==> config.mk <==
export PLATFORM = sky130hd
export DESIGN_NAME = tpwm_timer
export DESIGN_NICKNAME = d
export VERILOG_FILES = /design/src/hdl/tpwm_timer.v /design/src/hdl/tpwm_clk_src.v /design/src/hdl/tpwm_divider.v
export VERILOG_INCLUDE_DIRS = /design/src /design/src/hdl
export SDC_FILE = /design/constraint.sdc
export NUM_CORES = 1
export LEC_CHECK = 0
export BUFFER_PORTS_ARGS = -buffer_cell sky130_fd_sc_hd__buf_2
export CORE_UTILIZATION = 59
export DETAILED_ROUTE_END_ITERATION = 6
export PLACE_DENSITY = 0.89
export RECOVER_POWER = 25
export SYNTH_ARGS = -nofsm -noshare
export SYNTH_HDL_FRONTEND = slang
export SYNTH_SLANG_ARGS = --single-unit
==> constraint.sdc <==
create_clock -name clk_i -period 3 [get_ports clk_i]
set_input_delay 0.15 -clock clk_i [delete_from_list [all_inputs] [get_ports clk_i]]
set_output_delay 0.15 -clock clk_i [all_outputs]
set_load 0.01 [all_outputs]
==> src/hdl/tpwm_regs.vh <==
// Register offsets, field positions, reset values, source and pin select codes of the 8-bit PWM timer
`ifndef TPWM_REGS_VH
`define TPWM_REGS_VH

// Register indices (byte addresses on the plain port)
`define TPWM_ADDR_W            4
`define TPWM_OFS_TIMER_CONTROL 4'h0
`define TPWM_OFS_BOUND_VALUE   4'h1
`define TPWM_OFS_PRESCALE_CTRL 4'h2
`define TPWM_OFS_COUNTER_VALUE 4'h3
`define TPWM_OFS_STATUS        4'h4

// timer_control fields
`define TPWM_TC_SRC_HI   7
`define TPWM_TC_SRC_LO   4
`define TPWM_TC_PIN_HI   3
`define TPWM_TC_PIN_LO   2
`define TPWM_TC_PWM_BIT  1
`define TPWM_TC_INV_BIT  0

// prescale_control fields
`define TPWM_PS_LOWRES_BIT 7
`define TPWM_PS_PRE_HI     6
`define TPWM_PS_PRE_LO     5
`define TPWM_PS_SCL_HI     4
`define TPWM_PS_SCL_LO     0

// Reset values
`define TPWM_RST_TIMER_CONTROL 8'h00
`define TPWM_RST_BOUND_VALUE   8'h00
`define TPWM_RST_PRESCALE_CTRL 8'h00

// Source select codes; zero stops the timer
`define TPWM_SRC_STOP   4'h0
`define TPWM_SRC_SYSCLK 4'h1

// Output pin select codes
`define TPWM_PIN_NONE   2'h0
`define TPWM_PIN_B2     2'h1
`define TPWM_PIN_A3     2'h2
`define TPWM_PIN_B4     2'h3

// Prescale ratios as shift counts: 1, 4, 16, 64
`define TPWM_PRE_MAX_LOG2 6

`endif

==> src/hdl/tpwm_timer.v <==
// Top of the 8-bit up-counting timer with period and PWM modes
//
// Design decisions made here: the address-and-strobe port and the address map.
`timescale 1ns/1ps
`default_nettype none
`include "tpwm_regs.vh"

module tpwm_timer #(
    parameter PWM_RES_7BIT = 0,
    parameter N_EXT        = 7
) (
    input  wire                    clk_i,
    input  wire                    reset_n_i,
    input  wire [`TPWM_ADDR_W-1:0] addr_i,
    input  wire [7:0]              wdata_i,
    input  wire                    wr_i,
    input  wire                    rd_i,
    output reg  [7:0]              rdata_o,
    input  wire [N_EXT-1:0]        ext_src_i,
    output reg                     timer_out_o,
    output reg                     port_b_pin_two_o,
    output reg                     port_a_pin_three_o,
    output reg                     port_b_pin_four_o
);
    // ************************************************************
    // Registers and state
    // ************************************************************
    reg  [7:0] timer_control_reg;
    reg  [7:0] bound_value_reg;
    reg  [7:0] prescale_control_reg;
    reg  [7:0] counter_value_reg;
    reg        wave_reg;
    reg  [7:0] counter_next;
    reg        wave_next;
    reg  [7:0] res_max;
    reg  [7:0] rdata_next;
    wire       src_tick;
    wire       cnt_tick;
    wire       pwm_mode;
    wire       low_res;
    wire [1:0] pin_sel;
    wire [3:0] src_sel;
    wire [1:0] pre_sel;
    wire [4:0] scale_val;
    wire       cnt_wr;
    reg  [1:0] mode_sel;
    reg  [7:0] masked_cnt;
    reg  [7:0] masked_bound;
    reg        wrap_hit;
    reg        bound_hit;
    reg  [7:0] status_word;
    reg        pin_b2_next;
    reg        pin_a3_next;
    reg        pin_b4_next;

    // Resolution maxima; the 7-bit one replaces the 6-bit one by build option
    localparam [7:0] RES_MAX_8 = 8'hff;
    localparam [7:0] RES_MAX_7 = 8'h7f;
    localparam [7:0] RES_MAX_6 = 8'h3f;

    // Operating modes, binary coded
    localparam [1:0] MODE_PERIOD = 2'h0;
    localparam [1:0] MODE_PWM_HI = 2'h1;
    localparam [1:0] MODE_PWM_LO = 2'h2;

    // Register map on the plain port:
    //   0 timer_control    source 7:4, pin 3:2, PWM mode 1, spare 0
    //   1 bound_value      period bound or PWM duty bound
    //   2 prescale_control low resolution 7, prescale 6:5, scaler 4:0
    //   3 counter_value    live count; a write reloads it at once
    //   4 status           PWM mode 1, wave 0; read-only
    // Source code 0 stops the count, 1 is the system clock and
    // 2 to N_EXT+1 count rising edges of ext_src_i; higher codes also stop it.
    // The prescaler and scaler keep their phase while stopped, so the
    // first period after a restart may be short; later ones are exact.
    // Bound changes take effect at once; in period mode lower the bound
    // only while stopped, or the count runs on to 255 before it clears.

    assign pwm_mode = timer_control_reg[`TPWM_TC_PWM_BIT];
    assign low_res  = prescale_control_reg[`TPWM_PS_LOWRES_BIT];
    assign pin_sel  = timer_control_reg[`TPWM_TC_PIN_HI:`TPWM_TC_PIN_LO];
    assign src_sel   = timer_control_reg[`TPWM_TC_SRC_HI:`TPWM_TC_SRC_LO];
    assign pre_sel   = prescale_control_reg[`TPWM_PS_PRE_HI:`TPWM_PS_PRE_LO];
    assign scale_val = prescale_control_reg[`TPWM_PS_SCL_HI:`TPWM_PS_SCL_LO];

    // Decode used by the write path and the counter write strobe
    function sel_match;
        input [`TPWM_ADDR_W-1:0] a;
        input [`TPWM_ADDR_W-1:0] ofs;
        begin
            sel_match = (a == ofs);
        end
    endfunction

    // Highest count of the active PWM resolution
    function [7:0] res_limit;
        input lr;
        input opt7;
        begin
            if (!lr) begin
                res_limit = RES_MAX_8;
            end else if (opt7) begin
                res_limit = RES_MAX_7;
            end else begin
                res_limit = RES_MAX_6;
            end
        end
    endfunction

    // Pin routing decode, shared by the three pin drivers
    function pin_hit;
        input [1:0] sel;
        input [1:0] code;
        begin
            pin_hit = (sel == code);
        end
    endfunction

    // A counter write reaches the counter path, not the register file
    assign cnt_wr = wr_i && sel_match(addr_i, `TPWM_OFS_COUNTER_VALUE);

    // ************************************************************
    // Operating mode
    // ************************************************************
    always @* begin
        case ({pwm_mode, low_res})
            2'b10: begin
                mode_sel = MODE_PWM_HI;
            end
            2'b11: begin
                mode_sel = MODE_PWM_LO;
            end
            default: begin
                mode_sel = MODE_PERIOD;
            end
        endcase
    end

    // ************************************************************
    // Clock chain
    // ************************************************************
    tpwm_clk_src #(
        .N_EXT (N_EXT)
    ) u_src (
        .clk_i     (clk_i),
        .reset_n_i (reset_n_i),
        .sel_i     (src_sel),
        .ext_src_i (ext_src_i),
        .tick_o    (src_tick)
    );

    tpwm_divider u_div (
        .clk_i     (clk_i),
        .reset_n_i (reset_n_i),
        .tick_i    (src_tick),
        .pre_sel_i (pre_sel),
        .scale_i   (scale_val),
        .tick_o    (cnt_tick)
    );

    // ************************************************************
    // Counter and waveform
    // ************************************************************
    always @* begin
        // Period mode compares the full count, PWM only the low bits
        res_max      = res_limit(mode_sel == MODE_PWM_LO, PWM_RES_7BIT != 0);
        masked_cnt   = counter_value_reg & res_max;
        masked_bound = bound_value_reg & res_max;
        wrap_hit     = (masked_cnt == res_max);
        bound_hit    = (counter_value_reg == bound_value_reg);
    end

    always @* begin
        counter_next = counter_value_reg;
        wave_next    = wave_reg;
        if (cnt_tick) begin
            if (mode_sel != MODE_PERIOD) begin
                // A stale high bit cannot stretch a PWM period
                if (wrap_hit) begin
                    counter_next = 8'h00;
                end else begin
                    counter_next = masked_cnt + 8'h01;
                end
                // High while count <= bound, so bound at max never drops
                wave_next = ((counter_next & res_max) <= masked_bound);
            end else begin
                // Clear at bound; output toggles per bounded count
                if (bound_hit) begin
                    counter_next = 8'h00;
                    wave_next    = ~wave_reg;
                end else begin
                    counter_next = counter_value_reg + 8'h01;
                end
            end
        end
        // A software write wins over a tick in the same cycle
        if (cnt_wr) begin
            counter_next = wdata_i;
        end
    end

    always @(posedge clk_i) begin
        if (!reset_n_i) begin
            counter_value_reg <= 8'h00;
        end else begin
            counter_value_reg <= counter_next;
        end
    end

    always @(posedge clk_i) begin
        if (!reset_n_i) begin
            wave_reg <= 1'b0;
        end else begin
            wave_reg <= wave_next;
        end
    end

    // ************************************************************
    // Register write port
    // ************************************************************
    // Status has no storage, so writes to it fall through
    always @(posedge clk_i) begin
        if (!reset_n_i) begin
            timer_control_reg <= `TPWM_RST_TIMER_CONTROL;
        end else if (wr_i && sel_match(addr_i, `TPWM_OFS_TIMER_CONTROL)) begin
            timer_control_reg <= wdata_i;
        end
    end

    always @(posedge clk_i) begin
        if (!reset_n_i) begin
            bound_value_reg <= `TPWM_RST_BOUND_VALUE;
        end else if (wr_i && sel_match(addr_i, `TPWM_OFS_BOUND_VALUE)) begin
            bound_value_reg <= wdata_i;
        end
    end

    always @(posedge clk_i) begin
        if (!reset_n_i) begin
            prescale_control_reg <= `TPWM_RST_PRESCALE_CTRL;
        end else if (wr_i && sel_match(addr_i, `TPWM_OFS_PRESCALE_CTRL)) begin
            prescale_control_reg <= wdata_i;
        end
    end

    // ************************************************************
    // Read port: data valid the cycle after the strobe only
    // ************************************************************
    always @* begin
        status_word = {6'h00, pwm_mode, wave_reg};
        rdata_next  = 8'h00;
        if (rd_i) begin
            case (addr_i)
                `TPWM_OFS_TIMER_CONTROL: begin
                    rdata_next = timer_control_reg;
                end
                `TPWM_OFS_BOUND_VALUE: begin
                    rdata_next = bound_value_reg;
                end
                `TPWM_OFS_PRESCALE_CTRL: begin
                    rdata_next = prescale_control_reg;
                end
                `TPWM_OFS_COUNTER_VALUE: begin
                    rdata_next = counter_value_reg;
                end
                `TPWM_OFS_STATUS: begin
                    rdata_next = status_word;
                end
                // Unmapped reads return zero
                default: begin
                    rdata_next = 8'h00;
                end
            endcase
        end
    end

    // ************************************************************
    // Pin routing
    // ************************************************************
    always @* begin
        pin_b2_next = 1'b0;
        pin_a3_next = 1'b0;
        pin_b4_next = 1'b0;
        // Unselected pins idle low; pin code zero keeps the wave internal
        if (pin_hit(pin_sel, `TPWM_PIN_B2)) begin
            pin_b2_next = wave_next;
        end
        if (pin_hit(pin_sel, `TPWM_PIN_A3)) begin
            pin_a3_next = wave_next;
        end
        if (pin_hit(pin_sel, `TPWM_PIN_B4)) begin
            pin_b4_next = wave_next;
        end
    end

    // ************************************************************
    // Output pins, all registered
    // ************************************************************
    always @(posedge clk_i) begin
        if (!reset_n_i) begin
            rdata_o <= 8'h00;
        end else begin
            rdata_o <= rdata_next;
        end
    end

    always @(posedge clk_i) begin
        if (!reset_n_i) begin
            timer_out_o <= 1'b0;
        end else begin
            timer_out_o <= wave_next;
        end
    end

    always @(posedge clk_i) begin
        if (!reset_n_i) begin
            port_b_pin_two_o   <= 1'b0;
            port_a_pin_three_o <= 1'b0;
            port_b_pin_four_o  <= 1'b0;
        end else begin
            port_b_pin_two_o   <= pin_b2_next;
            port_a_pin_three_o <= pin_a3_next;
            port_b_pin_four_o  <= pin_b4_next;
        end
    end
endmodule
`default_nettype wire

==> src/hdl/tpwm_clk_src.v <==
// Source selection and edge detection for the timer's count source
`timescale 1ns/1ps
`default_nettype none
`include "tpwm_regs.vh"

module tpwm_clk_src #(
    parameter N_EXT = 7
) (
    input  wire             clk_i,
    input  wire             reset_n_i,
    input  wire [3:0]       sel_i,
    input  wire [N_EXT-1:0] ext_src_i,
    output reg              tick_o
);
    reg [N_EXT-1:0] ext_prev_reg;
    reg             tick_next;
    integer         idx;

    // ************************************************************
    // Rising edge per source; system clock ticks every cycle
    // ************************************************************
    always @* begin
        tick_next = 1'b0;
        idx = sel_i - 2;
        if (sel_i == `TPWM_SRC_SYSCLK) begin
            tick_next = 1'b1;
        end else if (sel_i >= 4'h2 && idx < N_EXT) begin
            tick_next = ext_src_i[idx] & ~ext_prev_reg[idx];
        end
    end

    always @(posedge clk_i) begin
        if (!reset_n_i) begin
            ext_prev_reg <= {N_EXT{1'b0}};
            tick_o       <= 1'b0;
        end else begin
            ext_prev_reg <= ext_src_i;
            tick_o       <= tick_next;
        end
    end
endmodule
`default_nettype wire

==> src/hdl/tpwm_divider.v <==
// Prescaler (1/4/16/64) followed by the scaler (value plus one)
`timescale 1ns/1ps
`default_nettype none
`include "tpwm_regs.vh"

module tpwm_divider (
    input  wire       clk_i,
    input  wire       reset_n_i,
    input  wire       tick_i,
    input  wire [1:0] pre_sel_i,
    input  wire [4:0] scale_i,
    output wire       tick_o
);
    reg  [`TPWM_PRE_MAX_LOG2-1:0] pre_cnt_reg;
    reg  [4:0]                    scl_cnt_reg;
    wire [`TPWM_PRE_MAX_LOG2-1:0] pre_last;
    wire                          pre_tick;

    // Ratio 4^sel: last count is 0, 3, 15 or 63
    assign pre_last = (6'h01 << {pre_sel_i, 1'b0}) - 6'h01;
    assign pre_tick = tick_i && (pre_cnt_reg >= pre_last);
    assign tick_o   = pre_tick && (scl_cnt_reg >= scale_i);

    always @(posedge clk_i) begin
        if (!reset_n_i) begin
            pre_cnt_reg <= 6'h00;
            scl_cnt_reg <= 5'h00;
        end else if (tick_i) begin
            pre_cnt_reg <= pre_tick ? 6'h00 : pre_cnt_reg + 6'h01;
            if (pre_tick) begin
                scl_cnt_reg <= tick_o ? 5'h00 : scl_cnt_reg + 5'h01;
            end
        end
    end
endmodule
`default_nettype wire

==> results of run 1 <==
-- worst max-delay path: cells and delay by family (launching register included) --
family / cells / cell delay, ns
adder cells (fa/ha/maj): 2 / 0.51
flip-flops: 1 / 0.33
AO/OA/AOI/OAI: 5 / 0.97
AND/OR/NAND/NOR: 5 / 0.83
-- synthesized netlist by cell type, drive strengths merged, types with 2 or more instances --
master,number
a211o,2
nand3,24
buf,9
nor2b,10
nand4b,2
a22oi,6
nand4,7
and3,3
a21oi,39
ha,25
a21o,4
a222oi,6
nand2b,3
dfxtp,63
and2,9
mux2i,11
o32ai,2
a31oi,4
o21ai,13
a22o,6
nor2,32
inv,22
nand2,49
nor3,2
nor4,4
clkbuf,11
xor2,17
or2,3
nor4b,3
nor3b,3
o211ai,4
xnor2,4
-- metrics by stage --
stage          instances  power (mW)  hold slack (ns)  setup slack (ns)
2_1_floorplan        412      0.9874           0.2751            0.2499
3_3_place_gp         505       1.040           0.3654            0.2686
3_5_place_dp         505       1.042           0.3742            0.1991
4_1_cts              520       1.691          0.01936            0.2004
5_1_grt              520       1.734          0.02214           0.04759
6_report             520       1.680          0.03145            0.2986
-- per-layer routing --
| metal | wire length, um | GRT usage | vias up |
|---|---|---|---|
| met4 | 251 | 0.1200 | 0 |
| met1 | 3796 | 0.3915 | 1498 |
| met2 | 4216 | 0.5069 | 155 |
| met5 | 0 | 0 | - |
| li1 | - | - | 1521 |
| met3 | 736 | 0.05747 | 27 |
-- cells in the final DEF, fill, tap and decap left out, drive strengths merged, types with 4 or more instances in the layout --
| cell | synthesis | layout |
|---|---|---|
| dfxtp | 63 | 63 |
| nand2 | 49 | 49 |
| a21oi | 39 | 39 |
| nor2 | 32 | 32 |
| buf | 9 | 29 |
| ha | 25 | 25 |
| nand3 | 24 | 24 |
| clkbuf | 11 | 24 |
| inv | 22 | 22 |
| xor2 | 17 | 17 |
| o21ai | 13 | 13 |
| mux2i | 11 | 11 |
| nor2b | 10 | 10 |
| and2 | 9 | 9 |
| nand4 | 7 | 7 |
| a222oi | 6 | 6 |
| a22oi | 6 | 6 |
| a22o | 6 | 6 |
| xnor2 | 4 | 4 |
| a21o | 4 | 4 |
| a31oi | 4 | 4 |
| o211ai | 4 | 4 |
| nor4 | 4 | 4 |
-- worst min path at each step --
stage	from	end	slack (ns)	cells after the start
6_report	ext_src_i[2]	u_src.ext_prev_reg[2]	0.03	3
3_3_place_gp	ext_src_i[4]	u_src.ext_prev_reg[4]	0.37	3
3_5_place_dp	ext_src_i[4]	u_src.ext_prev_reg[4]	0.37	3
5_1_grt	ext_src_i[5]	u_src.ext_prev_reg[5]	0.02	2
2_1_floorplan	ext_src_i[2]	u_src.ext_prev_reg[2]	0.28	2
4_1_cts	ext_src_i[4]	u_src.ext_prev_reg[4]	0.02	3
-- timing repair --
item,in CTS,in global routing
gates resized for setup,0,1
buffers inserted,0,0
endpoints found under the setup margin,0,3
-- power by group through the flow --
stage | sequential (mW) | clock [mW] | combinational [mW]
6_report | 0.863 | 0.653 | 0.164
5_1_grt | 0.864 | 0.693 | 0.178
4_1_cts | 0.862 | 0.666 | 0.162
3_5_place_dp | 0.881 | 0 | 0.161
3_3_place_gp | 0.881 | 0 | 0.160
2_1_floorplan | 0.875 | 0 | 0.112
-- cells by family after synthesis --
| family | after synthesis |
|---|---|
| and+or+nand+nor | 156 |
| xor gates and xnor gates | 21 |
| adders and majority gates | 25 |
| DFF | 63 |
| AOI/OAI and AO/OA | 94 |
| muxes | 11 |
| buffers and inverters | 42 |
-- cell type report --
| type | count | share of cell area |
|---|---|---|
| Multi-Input combinational cell | 307 | 0.5312 |
| Sequential cell | 63 | 0.3257 |
| Timing Repair Buffer | 41 | 0.05363 |
| Clock buffer | 12 | 0.04006 |
| Tap cell | 72 | 0.02326 |
| Inverter | 22 | 0.02132 |
| Clock inverter | 3 | 0.004847 |
==> summary.md, run 1 <==
| Metric | Value |
|---|---|
| Status | complete, no violations |
| Mapped Cells | 412 |
| Mean Syn Cell Area | 8.494 um2 |
| Max FO, Critical Path | 5 |
| Comb power frac | 0.098 |
| Power Internal | 1.252 mW |
| Critical Path Slowest Stage Cell | a211o_1 |
| Post-Synth Adder-Cell Area | 0.08938 |
| Area leader, netlist | dfxtp_1 |
| Least-Margin Pin Slew | between 0.9 and 1 ns |
| Hold crit path type | input port to flop |
| CTS sink count | between 60 and 70 |
| Number of fill cells | 468 |
| Die Footprint | around 6200 um2 |
| Startpoint type of the worst setup path | flop |
| Total wire length | 9000 um |
| Layout area overhead | 10.65% |
| Yosys top cell area share | 0.3604 |
| Post-synthesis xor/xnor area fraction | 0.05256 |
| Reg power frac | 0.514 |
| Critical Path Max Stage Delay | 0.35 ns |
| Final HPWL DP | around 6700 um |
| Antenna violations before repair | 0 |
| Worst r2r path cells | 12 |
| Setup crit end | port_a_pin_three_o |
| Worst rel slew slack | 0.3335 |
| Main combinational cell family by area after synthesis | simple AND/OR/NAND/NOR gates |
| NetSw | 0.4274 mW |
| Cell area after layout | approximately 3900 um2 |
| Gr ovfl total | 0 |
| Clock power share | 0.388 |
| Post-route ant nets | 0 |
| Worst r2r src | counter_value_reg[0] |
| Sw frac | 0.2544 |
| H-tree levels | 3 |
| Final Util | 0.6905 |
| Setup violators final | 0 |
| Post-DR wirelength/cell | 17.31 um |
| CTS Root Cell | clkbuf_8 |
| Post-Synthesis Cell Area | 3500 um2 |
| Vias per cell | 6.156 |
| WP data required | 3.26 ns |
| Register area share after synthesis | 0.3604 |
| Num CTS Buffers | 9 |
| DR iter-0 viols | 380 |
| Period utilisation layout | 0.9005 |
| Fmax | 370.2 MHz |
| TritonCTS clock tree | done |
| Height of the die | 79.02 um |
| Number of hold buffers added after CTS | 0 |
| Max-slew violations | 0 |
| Multi-input gate area | roughly 2100 um2 |
| Max Clock Skew | 0.01168 ns |
| N_diodes | 0 |
| Synth unique cells | 57 |
| RR Endpoint | port_a_pin_three_o |
| Worst-Skew Late Latency | around 0.34 ns |
| IO Pins | 35 |
| Via count | 3201 |
| EDFF count, synth | 0 |
| Ys async rst share | 0 |
| Simple-gate portion of the synthesized area | 0.2256 |
| CP Cell Sequence | ha_1, nand3_1, or2_1, a21oi_2, nor2b_1, ha_1, nor2b_1, o211ai_1, a211o_1, o211ai_2, a211o_1, nor3b_1 |
| Core area | around 5600 um2 |
| Max-Cap Viols | 0 |
| Fin nets | 492 |
| RSZ-0062 raised after global routing | no |
| Worst Setup SP | counter_value_reg[0] |
| Crit path DAT | ~3 ns |
| Clock-pin slew of the registers on the worst-case setup and hold paths | 0.07 ns |
| Synthesized Nets | between 400 and 500 |
| DIE WIDTH | roughly 79 um |
| Input/output buffers | 34 |
| Share of layout cells above drive strength 1 | 0.1317 |
| RePlAce Congestion | 0.9724 |
| Top post-synthesis cells by area | dfxtp_1 36%, ha_1 8.9%, a21oi_1 5.6% |
| Min cycle time layout | roughly 2.7 ns |
| Register area | between 1000 and 1500 um2 |
| Setup crit end kind | flop |
| First-pass GRT wire length | 14410 um |
| Final Hold Viols | 0 |
| First-pass DRT Iterations | 5 |
| Clock Tree Buf Depth | 2 |
| Pwr per Cell Area | about 430 nW/um2 |
| # DRC | 0 |
| Cell Rows | 27 |
| Initial Util | 0.6241 |
| Yosys warns | 0 |
| Lkg Pwr | 1.560 nW |
| Dominant synthesized flop cell | dfxtp_1 |
| Setup Crit Path Kind | flop to flop |
| Mux contribution to synthesized area | 0.03146 |
| GR Util All Layers | 0.3060 |
| Peak supply drop | between 400 and 500 uV |
| Largest net degree at the start of global routing | 26 |
| Post-synthesis compound-gate area fraction | 0.1877 |
| Dpl cell area | between 3000 and 4000 um2 |
| Via count of the first global-routing pass | 2960 |
| Seq cells post-synth | 63 |
| Setup TNS | 0 ns |
| Reg2Reg Setup Slack | roughly 0.3 ns |
No activity file was read; power rests on OpenSTA's default activity.
==> run 2: changes to the inputs <==
- PLACE_DENSITY: 0.89 -> 0.88
- SYNTH_HIERARCHICAL: unset -> 1
==> run 2 against run 1 <==
  * Non-clock buffer count fell by 5
  * First-iteration DRC count fell by 58%
  * Routed wire length fell by 4.9%
  * Design area rose by 6.5%
  * Sequential share of layout area fell by 2.0 points
  * Hold slack got worse by 0.0058 ns
  * Register-to-register slack got worse by 0.06 ns
  * Maximum frequency fell by 2.1%
==> summary.md, run 2 <==
| Metric | Value |
|---|---|
| Dominant synthesized flop cell | dfxtp_1 |
| Clock Tree Buf Depth | 2 (unchanged) |
| Via count of the first global-routing pass | 3057 (+3.3%) |
| WP data required | 3.24 ns (-0.02 ns) |
| Layout area overhead | 11.57% |
| Worst-Skew Late Latency | 0.34 ns (about the same) |
| Met1 Wirelength | 3630 um (-4.4%) |
| Reg2Reg Setup Slack | 0.24 ns (-0.06 ns) |
| Least-Margin Pin Slew | 1.270 ns (+0.2703 ns) |
| Mapped Cells | 390 (-5.3%) |
| Synthesized Nets | 439 (-4.6%) |
| Lkg Pwr | 1.688 nW (+8.2%) |
| Mean Syn Cell Area | 9.480 um2 (+12%) |
| Peak supply drop | 457.1 uV (+7.5%) |
| Ys async rst share | 0 (unchanged) |
| Metal2 WL | 4230 um (+0.33%) |
| Worst r2r src | prescale_control_reg[5] |
| Max Clock Skew | 0.01036 ns (-0.001320 ns) |
| Min cycle time layout | 2.759 ns (+0.05722 ns) |
| Setup crit end | port_a_pin_three_o |
| Yosys warns | 6 (+6) |
| Commonest non-fill, non-tap cell in the layout | dfxtp_1 |
| Synth top cells by count | 63 x dfxtp_1, 29 x nor2b_1, 26 x ha_1, 26 x mux2i_1, 25 x nand2_1 |
| Setup violators final | 0 (unchanged) |
| Via count | 2947 (-7.9%) |
| IO Pins | 35 (unchanged) |
| Register area | 1261 um2 (unchanged) |
| Seq cells post-synth | 63 (unchanged) |
| Period utilisation layout | 0.9195 (+0.01907) |
| Hold crit path type | input port to flop |
| GR Util All Layers | 0.2869 (-0.01904) |
| Post-DR wirelength/cell | 17.18 um (-0.71%) |
| Gr ovfl total | 0 (unchanged) |
| Post-Synthesis Cell Area | 3697 um2 (+5.6%) |
| Cell Rows | 28 (+3.7%) |
| Most common cell in the netlist | dfxtp_1 |
| Max-Cap Viols | 0 (unchanged) |
| Setup crit end kind | flop |
| Post-route ant nets | 0 (unchanged) |
| RSZ-0062 raised after global routing | no |
| H-tree levels | 3 (unchanged) |
| Startpoint type of the worst setup path | flop |
| Max-slew violations | 0 (unchanged) |
| Register area share after synthesis | 0.3411 (-0.01927) |
| Worst Setup SP | prescale_control_reg[5] |
| Multi-input gate area | 2268 um2 (+10%) |
| Placed Instances | 482 (-4.6%) |
| RePlAce Congestion | 1.039 (+6.9%) |
| N_diodes | 0 (unchanged) |
| Pwr per Cell Area | 473.8 nW/um2 (+9.2%) |
| Setup Crit Path Kind | flop to flop |
| Status | complete, no violations |
| Largest net degree at the start of global routing | 33 (+27%) |
| Area leader, netlist | dfxtp_1 |
| DR iter-0 viols | 159 (-58%) |
| TritonCTS clock tree | done |
| Crit path DAT | 3.00 ns (+0.04 ns) |
| # DRC | 0 (unchanged) |
| Initial Util | 0.6172 (-0.006884) |
| Core area | 5991 um2 (+6.8%) |
| Share of layout cells above drive strength 1 | 0.1513 (+0.01960) |
| First-pass DRT Iterations | 6 (+1) |
| Most frequent cells in the layout | 63 x dfxtp_1, 29 x nor2b_1, 26 x mux2i_1, 26 x ha_1, 25 x nand2_1 |
| First-pass GRT wire length | 14050 um (-2.5%) |
| Antenna violations before repair | 0 (unchanged) |
| Die Footprint | 6587 um2 (+5.5%) |
| Number of fill cells | 479 (+2.4%) |
| Non-filler cells, final | 498 (-4.2%) |
| Clock-pin slew of the registers on the worst-case setup and hold paths | 0.07 ns (about the same) |
| Total wire length | 8558 um (-4.9%) |
| CTS Root Cell | clkbuf_8 |
| Final Hold Viols | 0 (unchanged) |
| Worst rel slew slack | 0.1533 (-0.1802) |
| Vias per cell | 5.918 (-3.9%) |
| Fmax | 362.5 MHz (-2.1%) |
| Number of hold buffers added after CTS | 0 (unchanged) |
| Num CTS Buffers | 9 (unchanged) |
| RR Endpoint | port_a_pin_three_o |
| Fin nets | 467 (-5.1%) |
| DIE WIDTH | 81.16 um (+2.7%) |
| CTS sink count | 63 (unchanged) |
| Input/output buffers | 34 (unchanged) |
| Setup TNS | 0 ns (unchanged) |
| Final HPWL DP | 6153 um (-8.0%) |
| Yosys top cell area share | 0.3411 (-0.01927) |
| Met3 wire length | 457 um (-38%) |
| Synth unique cells | 63 (+11%) |
| Highest Signal Layer | met4 |
| Max FO, Critical Path | 8 (+3) |
| Worst r2r path cells | 10 (-2) |
| EDFF count, synth | 0 (unchanged) |
| Top post-synthesis cells by area | dfxtp_1 34%, ha_1 8.8%, mux2i_1 7.0% |
| Height of the die | 81.16 um (+2.7%) |
==> run 2: changes by cell type after synthesis, moves of 8 or more <==
cell | previous run | this run
a21oi_1 | 39 | 16
mux2i_1 | 11 | 26
nand2_1 | 49 | 25
nand3_1 | 24 | 15
nor2_1 | 31 | 20
nor2b_1 | 10 | 29
o21ai_0 | 12 | 2
xnor2_1 | 4 | 12
xor2_1 | 17 | 7
==> run 2: timing repair <==
item | in CTS | in global routing
gates resized for setup | 0 | 1
endpoints found under the setup margin | 0 | 1
setup buffers | 0 | 0
==> run 2: per-stage QoR <==
stage | total power [mW] | area [um2] | utilization | worst slack, ns | hold slack, ns
global route | 2.021 | 4125 | 0.6886 | 0.03497 | 0.01150
CTS | 1.967 | 4143 | 0.6915 | 0.2136 | 0.01530
detailed placement | 1.018 | 3879 | 0.6475 | 0.2697 | 0.3714
finish | 1.954 | 4125 | 0.6886 | 0.2414 | 0.02562
floorplan | 0.9714 | 3697 | - | 0.4803 | 0.2717
global placement | 1.011 | 3879 | 0.6475 | 0.3813 | 0.3634
==> run 2: critical path, stage by stage, from the launching register on <==
cell and delay, ns:
dfxtp_1 0.33, or2_2 0.32, ha_1 0.27, nand2b_1 0.09
a21oi_1 0.08, o31a_4 0.37, nor2_1 0.19, nand2_1 0.10
a2111oi_1 0.42, a21oi_1 0.20, a211oi_1 0.29
==> run 2: final cells by class <==
cell class | instances | share of cell area
timing repair buffer | 36 | 0.04034
inverter | 19 | 0.01729
clock inverter | 4 | 0.02396
multi-input combinational | 289 | 0.5499
clock buffer | 12 | 0.04004
sequential | 63 | 0.3057
tap | 75 | 0.02275
==> run 2: how the worst min path moves through the flow <==
| stage | start | end | slack (ns) | cells after the start |
|---|---|---|---|---|
| finish | ext_src_i[4] | u_src/ext_prev_reg[4] | 0.03 | 2 |
| detailed placement | ext_src_i[4] | u_src/ext_prev_reg[4] | 0.37 | 2 |
| floorplan | ext_src_i[0] | u_src/ext_prev_reg[0] | 0.27 | 1 |
| global placement | ext_src_i[4] | u_src/ext_prev_reg[4] | 0.36 | 2 |
| global route | ext_src_i[6] | u_src/ext_prev_reg[6] | 0.01 | 2 |
| CTS | ext_src_i[4] | u_src/ext_prev_reg[4] | 0.02 | 2 |
==> run 2: power breakdown <==
part	internal, mW	total [mW]	switching [mW]
registers	0.848	0.861	0.0127
clock network	0.623	0.953	0.330
logic	0.0597	0.141	0.0810
==> run 2: per-layer routing <==
metal  vias up  GRT usage
met1      1376     0.3271
met3        30    0.07416
li1       1441          -
met2       100     0.4849
met4         0     0.1625
met5         -          0
==> run 2: logic make-up after synthesis <==
| kind of cell | synth area share |
|---|---|
| AOI/OAI and AO/OA | 0.1198 |
| xor gates and xnor gates | 0.04501 |
| adders and majority gates | 0.08799 |
| buffers and inverters | 0.04568 |
| DFF | 0.3411 |
| muxes | 0.1080 |
| and+or+nand+nor | 0.2525 |
